**src/shared/monitor_status_config_regs.vh**
```
`ifndef MONITOR_STATUS_CONFIG_REGS_VH
`define MONITOR_STATUS_CONFIG_REGS_VH

// Register offsets (byte addresses on the management bus)
`define OFS_STATUS            8'h02
`define OFS_STATUS_ALIAS      8'h34
`define OFS_CONFIG            8'h03
`define OFS_CONFIG_ALIAS      8'h09
`define OFS_CONV_RATE         8'h04
`define OFS_CONV_RATE_ALIAS   8'h0A
`define OFS_INT_HI_LIM        8'h05
`define OFS_INT_HI_LIM_ALIAS  8'h0B
`define OFS_INT_LO_LIM        8'h06
`define OFS_INT_LO_LIM_ALIAS  8'h0C
`define OFS_EXT_HI_LIM_H      8'h07
`define OFS_EXT_HI_LIM_H_ALIAS 8'h0D
`define OFS_EXT_LO_LIM_H      8'h08
`define OFS_EXT_LO_LIM_H_ALIAS 8'h0E
`define OFS_EXT_HI_LIM_L      8'h13
`define OFS_EXT_LO_LIM_L      8'h14

// Reset values
`define RST_STATUS            8'h00
`define RST_CONFIG            8'h00
`define RST_CONV_RATE         3'h6
`define RST_HI_LIM            8'h55
`define RST_LO_LIM            8'h80
`define RST_LIM_FRAC          3'h0

// Status field positions
`define ST_BUSY               7
`define ST_SPIKE              6
`define ST_OVER               4
`define ST_UNDER              3
`define ST_DIODE              2
`define ST_SEVERE             1

// Configuration field positions
`define CF_WARN_MASK          7
`define CF_TEMP_HALT          6
`define CF_WARN_COMP          5
`define CF_RESIST_OFF         4
`define CF_CURR_HALT          2
`define CF_AVG_OFF            1
`define CF_WRITE_MASK         8'hF6

// Timing: fastest rate is eight per second, slower rates double the period
`define EIGHTH_SEC_MS         125
`define CLK_MHZ               200
`define EIGHTH_SEC_CYCLES     (`EIGHTH_SEC_MS * 1000 * `CLK_MHZ)
`define RATE_SEL_MAX          3'h7

`endif

```
**src/monitor_status_config_regs.v**
```verilog
// Functional notes
// - Status bit 7 shows any conversion busy; never drives warning or critical output.
// - Status bit 6 follows the spike detector level; not sticky.
// - Spike drives critical output; warning only in comparator mode.
// - Status bit 4 sets on any high-limit hit; asserts warning.
// - Status bit 3 sets on any low-limit hit; asserts warning.
// - Status bit 2 sets on external diode fault; asserts warning.
// - Status bit 1 follows severe condition; drives critical output, clears when gone.
// - Over, under and severe flags clear when per-channel status is read/cleared.
// - Configuration and conversion rate answer identically at both addresses.
// - Warning mask suppresses warning in interrupt mode only; status still updates.
// - Configuration bit 5 picks interrupt (0) or comparator (1) warning mode.
// - Temperature halt stops temperature conversions; single trigger converts once.
// - Current halt stops shunt and supply conversions; single trigger converts once.
// - Configuration bit 4 disables series resistance correction for external diode.
// - Averaging off limits temperature channels to 1x averaging.
// - Rate select codes 0..7 give one per 16 s up to eight per second.
// - Rate paces temperature and supply conversions, not shunt conversions.
// - Temperature at or below low limit counts as a low-limit hit.
// - Temperature limit registers answer identically at both addresses, except the external fraction bytes, which have one address each.
// - New temperature limits act only from the next conversion onward.
// - Temperatures and limits use 11-bit two's complement, fraction left-justified.
// - Single trigger while temperature halted converts every temperature channel once.
`default_nettype none
`include "monitor_status_config_regs.vh"

module monitor_status_config_regs #(
    parameter EIGHTH_SEC_CYCLES = `EIGHTH_SEC_CYCLES
) (
    input  wire        ref_clk,
    input  wire        rst_n,
    // Register port from the management bus engine
    input  wire [7:0]  reg_addr,
    input  wire [7:0]  reg_wdata,
    input  wire        reg_wr,
    input  wire        reg_rd,
    output reg  [7:0]  reg_rdata_r,
    // Single-conversion trigger register write strobe
    input  wire        oneshot_wr,
    // Converter side
    input  wire        conv_busy,
    input  wire        temp_done,
    input  wire [10:0] int_temp,
    input  wire [10:0] ext_temp,
    input  wire        diode_fault,
    input  wire        spike_level,
    input  wire        volt_high_evt,
    input  wire        volt_low_evt,
    input  wire        severe_level,
    // Per-channel status read or clear strobes
    input  wire        high_status_clr,
    input  wire        low_status_clr,
    input  wire        crit_status_clr,
    input  wire        fault_status_clr,
    // Conversion control
    output reg         temp_conv_start_r,
    output reg         supply_conv_start_r,
    output reg         shunt_conv_start_r,
    output reg         shunt_run_r,
    output reg         series_resist_comp_off_r,
    output reg         avg_limit_1x_r,
    output reg  [2:0]  conversion_rate_sel_r,
    // Alarm outputs, active low
    output reg         warn_out_n_r,
    output reg         overheat_output_n_r
);

    //------------------------------------------------------------
    // Storage
    //------------------------------------------------------------
    reg  [7:0]  config_r;
    reg  [7:0]  int_hi_lim_r;
    reg  [7:0]  int_lo_lim_r;
    reg  [7:0]  ext_hi_lim_h_r;
    reg  [7:0]  ext_lo_lim_h_r;
    reg  [2:0]  ext_hi_lim_l_r;
    reg  [2:0]  ext_lo_lim_l_r;
    reg         over_r;
    reg         under_r;
    reg         diode_r;
    reg         severe_r;
    reg         severe_prev_r;
    reg  [31:0] tick_cnt_r;
    reg  [6:0]  eighth_cnt_r;
    reg  [7:0]  status_rd;
    reg  [7:0]  rdata_nxt;

    wire        temp_halt = config_r[`CF_TEMP_HALT];
    wire        curr_halt = config_r[`CF_CURR_HALT];
    wire        comp_mode = config_r[`CF_WARN_COMP];
    wire        warn_mask = config_r[`CF_WARN_MASK];

    //------------------------------------------------------------
    // Address decode, aliases map to one storage
    //------------------------------------------------------------
    wire wr_cfg    = reg_wr && (reg_addr == `OFS_CONFIG ||
                                reg_addr == `OFS_CONFIG_ALIAS);
    wire wr_rate   = reg_wr && (reg_addr == `OFS_CONV_RATE ||
                                reg_addr == `OFS_CONV_RATE_ALIAS);
    wire wr_int_hi = reg_wr && (reg_addr == `OFS_INT_HI_LIM ||
                                reg_addr == `OFS_INT_HI_LIM_ALIAS);
    wire wr_int_lo = reg_wr && (reg_addr == `OFS_INT_LO_LIM ||
                                reg_addr == `OFS_INT_LO_LIM_ALIAS);
    wire wr_ext_hh = reg_wr && (reg_addr == `OFS_EXT_HI_LIM_H ||
                                reg_addr == `OFS_EXT_HI_LIM_H_ALIAS);
    wire wr_ext_lh = reg_wr && (reg_addr == `OFS_EXT_LO_LIM_H ||
                                reg_addr == `OFS_EXT_LO_LIM_H_ALIAS);
    wire wr_ext_hl = reg_wr && (reg_addr == `OFS_EXT_HI_LIM_L);
    wire wr_ext_ll = reg_wr && (reg_addr == `OFS_EXT_LO_LIM_L);

    //------------------------------------------------------------
    // Writable registers
    //------------------------------------------------------------
    // Unused bits 3 and 0 of configuration stay zero
    always @(posedge ref_clk) begin
        if (!rst_n) begin
            config_r              <= `RST_CONFIG;
            conversion_rate_sel_r <= `RST_CONV_RATE;
            int_hi_lim_r          <= `RST_HI_LIM;
            int_lo_lim_r          <= `RST_LO_LIM;
            ext_hi_lim_h_r        <= `RST_HI_LIM;
            ext_lo_lim_h_r        <= `RST_LO_LIM;
            ext_hi_lim_l_r        <= `RST_LIM_FRAC;
            ext_lo_lim_l_r        <= `RST_LIM_FRAC;
        end else begin
            if (wr_cfg) begin
                config_r <= reg_wdata & `CF_WRITE_MASK;
            end
            if (wr_rate) begin
                conversion_rate_sel_r <= reg_wdata[2:0];
            end
            if (wr_int_hi) begin
                int_hi_lim_r <= reg_wdata;
            end
            if (wr_int_lo) begin
                int_lo_lim_r <= reg_wdata;
            end
            if (wr_ext_hh) begin
                ext_hi_lim_h_r <= reg_wdata;
            end
            if (wr_ext_lh) begin
                ext_lo_lim_h_r <= reg_wdata;
            end
            // Fraction kept in the top three bits only
            if (wr_ext_hl) begin
                ext_hi_lim_l_r <= reg_wdata[7:5];
            end
            if (wr_ext_ll) begin
                ext_lo_lim_l_r <= reg_wdata[7:5];
            end
        end
    end

    //------------------------------------------------------------
    // Conversion pacing
    //------------------------------------------------------------
    // Period in eighth seconds is 2^(7 - sel); counting eighths keeps the
    // big divider one size for every rate.
    wire [6:0] period_m1 = (7'h01 << (`RATE_SEL_MAX - conversion_rate_sel_r)) - 7'h01;
    wire       tick      = (tick_cnt_r == EIGHTH_SEC_CYCLES - 1);
    wire       rate_hit  = tick && (eighth_cnt_r >= period_m1);

    always @(posedge ref_clk) begin
        if (!rst_n) begin
            tick_cnt_r   <= 32'h0;
            eighth_cnt_r <= 7'h00;
        end else begin
            tick_cnt_r <= tick ? 32'h0 : tick_cnt_r + 32'h1;
            if (rate_hit) begin
                eighth_cnt_r <= 7'h00;
            end else if (tick) begin
                eighth_cnt_r <= eighth_cnt_r + 7'h01;
            end
        end
    end

    // Start strobes; a halted group converts only on the trigger write
    always @(posedge ref_clk) begin
        if (!rst_n) begin
            temp_conv_start_r   <= 1'b0;
            supply_conv_start_r <= 1'b0;
            shunt_conv_start_r  <= 1'b0;
            shunt_run_r         <= 1'b0;
        end else begin
            temp_conv_start_r   <= temp_halt ? oneshot_wr : rate_hit;
            supply_conv_start_r <= curr_halt ? oneshot_wr : rate_hit;
            shunt_conv_start_r  <= curr_halt && oneshot_wr;
            shunt_run_r         <= !curr_halt;
        end
    end

    // Plain configuration outputs for the analog front end
    always @(posedge ref_clk) begin
        if (!rst_n) begin
            series_resist_comp_off_r <= 1'b0;
            avg_limit_1x_r           <= 1'b0;
        end else begin
            series_resist_comp_off_r <= config_r[`CF_RESIST_OFF];
            avg_limit_1x_r           <= config_r[`CF_AVG_OFF];
        end
    end

    //------------------------------------------------------------
    // Limit comparison
    //------------------------------------------------------------
    // Signed 11-bit compares; internal limits are whole degrees.
    // Limits are sampled only at a finished conversion, so a limit
    // written while halted acts from the next conversion.
    wire signed [10:0] int_t   = int_temp;
    wire signed [10:0] ext_t   = ext_temp;
    wire signed [10:0] int_hi  = {int_hi_lim_r, 3'h0};
    wire signed [10:0] int_lo  = {int_lo_lim_r, 3'h0};
    wire signed [10:0] ext_hi  = {ext_hi_lim_h_r, ext_hi_lim_l_r};
    wire signed [10:0] ext_lo  = {ext_lo_lim_h_r, ext_lo_lim_l_r};

    wire temp_over  = temp_done && (int_t >= int_hi ||
                                    (!diode_fault && ext_t >= ext_hi));
    wire temp_under = temp_done && (int_t <= int_lo ||
                                    (!diode_fault && ext_t <= ext_lo));
    wire diode_set  = temp_done && diode_fault;

    //------------------------------------------------------------
    // Status flags
    //------------------------------------------------------------
    // A set arriving with its clear wins, so no event is lost
    always @(posedge ref_clk) begin
        if (!rst_n) begin
            over_r        <= 1'b0;
            under_r       <= 1'b0;
            diode_r       <= 1'b0;
            severe_r      <= 1'b0;
            severe_prev_r <= 1'b0;
        end else begin
            severe_prev_r <= severe_level;
            if (temp_over || volt_high_evt) begin
                over_r <= 1'b1;
            end else if (high_status_clr) begin
                over_r <= 1'b0;
            end
            if (temp_under || volt_low_evt) begin
                under_r <= 1'b1;
            end else if (low_status_clr) begin
                under_r <= 1'b0;
            end
            if (diode_set) begin
                diode_r <= 1'b1;
            end else if (fault_status_clr) begin
                diode_r <= 1'b0;
            end
            // Severe sets on a new condition, drops when it goes away
            if (severe_level && !severe_prev_r) begin
                severe_r <= 1'b1;
            end else if (!severe_level || crit_status_clr) begin
                severe_r <= 1'b0;
            end
        end
    end

    // Status image; unused bits read zero
    always @* begin
        status_rd              = `RST_STATUS;
        status_rd[`ST_BUSY]    = conv_busy;
        status_rd[`ST_SPIKE]   = spike_level;
        status_rd[`ST_OVER]    = over_r;
        status_rd[`ST_UNDER]   = under_r;
        status_rd[`ST_DIODE]   = diode_r;
        status_rd[`ST_SEVERE]  = severe_r;
    end

    //------------------------------------------------------------
    // Alarm outputs
    //------------------------------------------------------------
    // Busy is left out of both alarms on purpose
    wire warn_src = over_r || under_r || diode_r;
    wire warn_act = comp_mode ? (warn_src || spike_level)
                              : (warn_src && !warn_mask);

    always @(posedge ref_clk) begin
        if (!rst_n) begin
            warn_out_n_r        <= 1'b1;
            overheat_output_n_r <= 1'b1;
        end else begin
            warn_out_n_r        <= !warn_act;
            overheat_output_n_r <= !(severe_r || spike_level);
        end
    end

    //------------------------------------------------------------
    // Read path
    //------------------------------------------------------------
    always @* begin
        case (reg_addr)
            `OFS_STATUS, `OFS_STATUS_ALIAS:          rdata_nxt = status_rd;
            `OFS_CONFIG, `OFS_CONFIG_ALIAS:          rdata_nxt = config_r;
            `OFS_CONV_RATE, `OFS_CONV_RATE_ALIAS:
                rdata_nxt = {5'h00, conversion_rate_sel_r};
            `OFS_INT_HI_LIM, `OFS_INT_HI_LIM_ALIAS:  rdata_nxt = int_hi_lim_r;
            `OFS_INT_LO_LIM, `OFS_INT_LO_LIM_ALIAS:  rdata_nxt = int_lo_lim_r;
            `OFS_EXT_HI_LIM_H, `OFS_EXT_HI_LIM_H_ALIAS: rdata_nxt = ext_hi_lim_h_r;
            `OFS_EXT_LO_LIM_H, `OFS_EXT_LO_LIM_H_ALIAS: rdata_nxt = ext_lo_lim_h_r;
            `OFS_EXT_HI_LIM_L: rdata_nxt = {ext_hi_lim_l_r, 5'h00};
            `OFS_EXT_LO_LIM_L: rdata_nxt = {ext_lo_lim_l_r, 5'h00};
            default:           rdata_nxt = 8'h00;
        endcase
    end

    // Read data holds until the next read strobe
    always @(posedge ref_clk) begin
        if (!rst_n) begin
            reg_rdata_r <= 8'h00;
        end else if (reg_rd) begin
            reg_rdata_r <= rdata_nxt;
        end
    end

endmodule

`default_nettype wire

```
**config.mk**
```make
export PLATFORM = sky130hd
export DESIGN_NAME = monitor_status_config_regs
export DESIGN_NICKNAME = d
export VERILOG_FILES = /design/src/monitor_status_config_regs.v
export VERILOG_INCLUDE_DIRS = /design/src /design/src/shared
export SDC_FILE = /design/constraint.sdc
export NUM_CORES = 1
export LEC_CHECK = 0
export ABC_AREA = 1
export BUFFER_PORTS_ARGS = -buffer_cell sky130_fd_sc_hd__buf_2
export CELL_PAD_IN_SITES_DETAIL_PLACEMENT = 1
export CELL_PAD_IN_SITES_GLOBAL_PLACEMENT = 1
export CORE_ASPECT_RATIO = 1.75
export CORE_MARGIN = 2
export CORE_UTILIZATION = 43
export DETAILED_ROUTE_END_ITERATION = 8
export GPL_ROUTABILITY_DRIVEN = 0
export GPL_TIMING_DRIVEN = 1
export PLACE_DENSITY = 0.8
export SETUP_SLACK_MARGIN = 0.2
export SYNTH_ARGS = -nofsm -noshare
export SYNTH_HDL_FRONTEND = slang
export SYNTH_SLANG_ARGS = --single-unit
```
**constraint.sdc**
```tcl
create_clock -name ref_clk -period 3.3 [get_ports ref_clk]
set_clock_uncertainty 0.15 [all_clocks]
set_input_delay 0.99 -clock ref_clk [delete_from_list [all_inputs] [get_ports ref_clk]]
set_output_delay 0.99 -clock ref_clk [all_outputs]
set_load 0.03 [all_outputs]
```
==> impl_metrics.tcl <==
set metrics [dict create \
    outcome "finished, final reports clean" \
    syn_nets 998 \
    synth.largest_area_cell "dfxtp_1" \
    postSynthRegisterBits 107 \
    grt_pass1_wl_um 30800 \
    layout-drive-gt1-share_pct 14.6 \
    relSlewSlack_pct 66.0 \
    area_delta_synth_final_pct 12.5 \
    detail-route-antenna-nets 0 \
    num_io_pins 73 \
    dr.first_iter.drc_count 119 \
    area_used_by_multi_input_combinational_logic_um2 3550 \
    die_w_um 95.6 \
    layout.area.seq_um2 2140 \
    core_area_um2 14400 \
    cts_resized 0 \
    drtPass1Iterations 5 \
    ctsLongestPathBuffers 2 \
    total_wire_length_after_detailed_routing_um 19200 \
    slew_limit_fails 0 \
    synth_ff_type "dfxtp_1" \
    number_of_filler_instances_in_the_final_layout 1926 \
    max_cap_viol_count 0 \
    crit_type "reg -> reg" \
    arrival_ps 2920 \
    post_cts_hold_buffers 0 \
    first_global_vias 6383 \
    unrepaired_setup_endpoints_after_global_routing "no" \
    post_synth_main_area_contributors "dfxtp_1 34%, nand2_1 11%, ha_1 9.5%, inv_1 7.8%, a21oi_1 7.4%" \
    insertedDiodeCount 0 \
    detailroute.via_count 6176 \
    endpoint_kind_of_the_worst_setup_timing_path "flip-flop" \
    route.detailed.wl_per_inst_um 16.8 \
    number_of_flops_mapped_to_enable_cells_by_yosys 0 \
    grt-ovfl-total 0 \
    power_report.internal_total_uw 1900 \
    clock_sinks 107 \
    final-setup-viol-count 0 \
    fin_setup_tns_ps 0 \
    syn-cell-area_um2 6320 \
    seq_power_share_pct 50.5 \
    power_leakage_uw 0.00302 \
    synth_cells 896 \
    final_core_util_pct 49.4 \
    yosys.cell_types.count 44 \
    cts_buffers 9 \
    antenna_found_initial 0 \
    pwr_density_cell_nw_per_um2 365 \
    fin_crit_ps 2780 \
    synth.avg_cell_area_um2 7.05 \
    clk_latency_ps 360 \
    max_freq_mhz 359 \
    place.port_buffers 72 \
    synth-warning-count 0 \
    clk_pin_slew_ps 80 \
    post_cts_setup_buffers 0 \
    p_clk_share_pct 41.1 \
    pwr-share-comb_pct 8.4 \
    vias_per_cell 5.38 \
    totalPowerFinal_uw 2600 \
    final.period_utilization_pct 84.4 \
    timing.hold.worst.class "reg -> reg" \
    netlist.area_leader.share_pct 33.9 \
    start_util_pct 44.0 \
    pin_count_of_the_biggest_net_entering_global_routing 53 \
    async_flop_share_pct 0 \
    startpoint_kind_of_the_worst_setup_timing_path "flip-flop" \
    synth_most_common_cell "nand2_1" \
    tritoncts "done" \
    power_switching_uw 692 \
    drc_errors 0 \
    floorplan.die.height_um 164 \
    cp_data_required_time_ps 3430 \
    placementRows 58 \
    final_hpwl_dp_um 15700 \
    die_area_um2 15700 \
    synth_top_cells_by_count "191 x nand2_1, 131 x inv_1, 107 x dfxtp_1" \
    timing.final.hold_violations 0 \
    switching_share_pct 26.7 \
    clock-root-buffer "clkbuf_16" \
    clock_tree.htree_level_count 3 \
    design.final.nets 1065 \
    vdd.ir_drop.worst_mv 0.236 \
    worstPathMaxFanout 7 \
    track_usage_pct 25.7 \
    max_slew.worst_pin.slew_ps 503 \
    synth-seq-area-share_pct 33.9 \
]
## worst max-delay path, stage by stage (launching register included)
cell and delay (ps):
dfxtp_1 420, inv_1 140, nand3_1 100, ha_1 190, o21ai_0 140, a21oi_1 180
xnor2_1 150, ha_1 280, nand2_1 120, nor2_1 70, a211oi_1 170, o211ai_1 150
nand3_1 110, nand2_1 170, a21oi_1 170
## metrics by stage
stage          hold slack, ps  instances  instance area [µm²]  setup WS, ps
6_report                  258       1148                 7100           515
5_1_grt                   276       1148                 7100           223
4_1_cts                   261       1148                 7100           442
3_5_place_dp              250       1132                 6820           482
3_3_place_gp              239       1132                 6820           564
2_1_floorplan             236        896                 6320           560
## cells in the final DEF (no fill, tap or decap), types with 6 or more instances in the layout
cell type and n:
nand4_1 20, nor2_4 7, xor2_1 7, a21oi_1 93, xnor2_1 6, nor4_1 6
nor3_1 24, buf_2 72, nor2_1 65, clkbuf_16 9, nand2_1 191, o22ai_1 14
o211ai_1 13, nand3_1 32, o21ai_0 55, nand2_2 11, ha_1 48, nor2_2 7
inv_1 131, dfxtp_1 106
## flip-flops by register name (all words and copies together), names as in the netlist, 3 cells and up
| signal | flops |
|---|---|
| reg_rdata_r | 8 |
| ext_hi_lim_h_r | 8 |
| int_hi_lim_r | 8 |
| conversion_rate_sel_r | 3 |
| int_lo_lim_r | 8 |
| ext_lo_lim_h_r | 8 |
| eighth_cnt_r | 7 |
| ext_lo_lim_l_r | 3 |
| config_r | 6 |
| tick_cnt_r | 32 |
| ext_hi_lim_l_r | 3 |
## cell families after synthesis
family	count (synthesis)	synth area share [%]
buffers and inverters	155	9.83
XOR/XNOR	13	1.80
AO/OA/AOI/OAI	185	15.9
adder cells (fa/ha/maj)	48	9.51
flip-flops	107	33.9
AND/OR/NAND/NOR	388	29.1
## power groups by stage
stage	clock network, µW	logic (µW)	registers, µW
6_report	1070	218	1310
5_1_grt	1130	249	1310
4_1_cts	1080	222	1310
3_5_place_dp	0	220	1340
3_3_place_gp	0	214	1340
2_1_floorplan	0	120	1350
## area by class of cell
type                       count  share of cell area, %
timing repair buffer          75                   5.39
clock buffer                   9                   3.17
multi-input combinational    634                   50.0
inverter                     136                   7.22
clock inverter                 7                  0.863
tap                          180                   3.17
sequential                   107                   30.2
## routing by layer
layer	vias to the layer above	track usage, %	routed length [µm]
met5	-	0	0
met4	0	12.3	803
met3	47	2.75	307
met2	93	51.9	11200
met1	2952	24.4	6900
li1	3084	-	-
## worst paths after layout
kind / startpoint / to / slack, ps / depth (start not counted)
worst max-delay path: conversion_rate_sel_r[0]$_SDFFE_PN0P_ / eighth_cnt_r[6]$_SDFFE_PP0P_ / 520 / 14
worst min-delay path: severe_prev_r$_SDFF_PN0_ / severe_r$_SDFFE_PN0P_ / 260 / 1
worst max register to register: conversion_rate_sel_r[0]$_SDFFE_PN0P_ / eighth_cnt_r[6]$_SDFFE_PP0P_ / 520 / 14
worst min register to register: severe_prev_r$_SDFF_PN0_ / severe_r$_SDFFE_PN0P_ / 260 / 1
No activity file was read; power rests on OpenSTA's default activity.
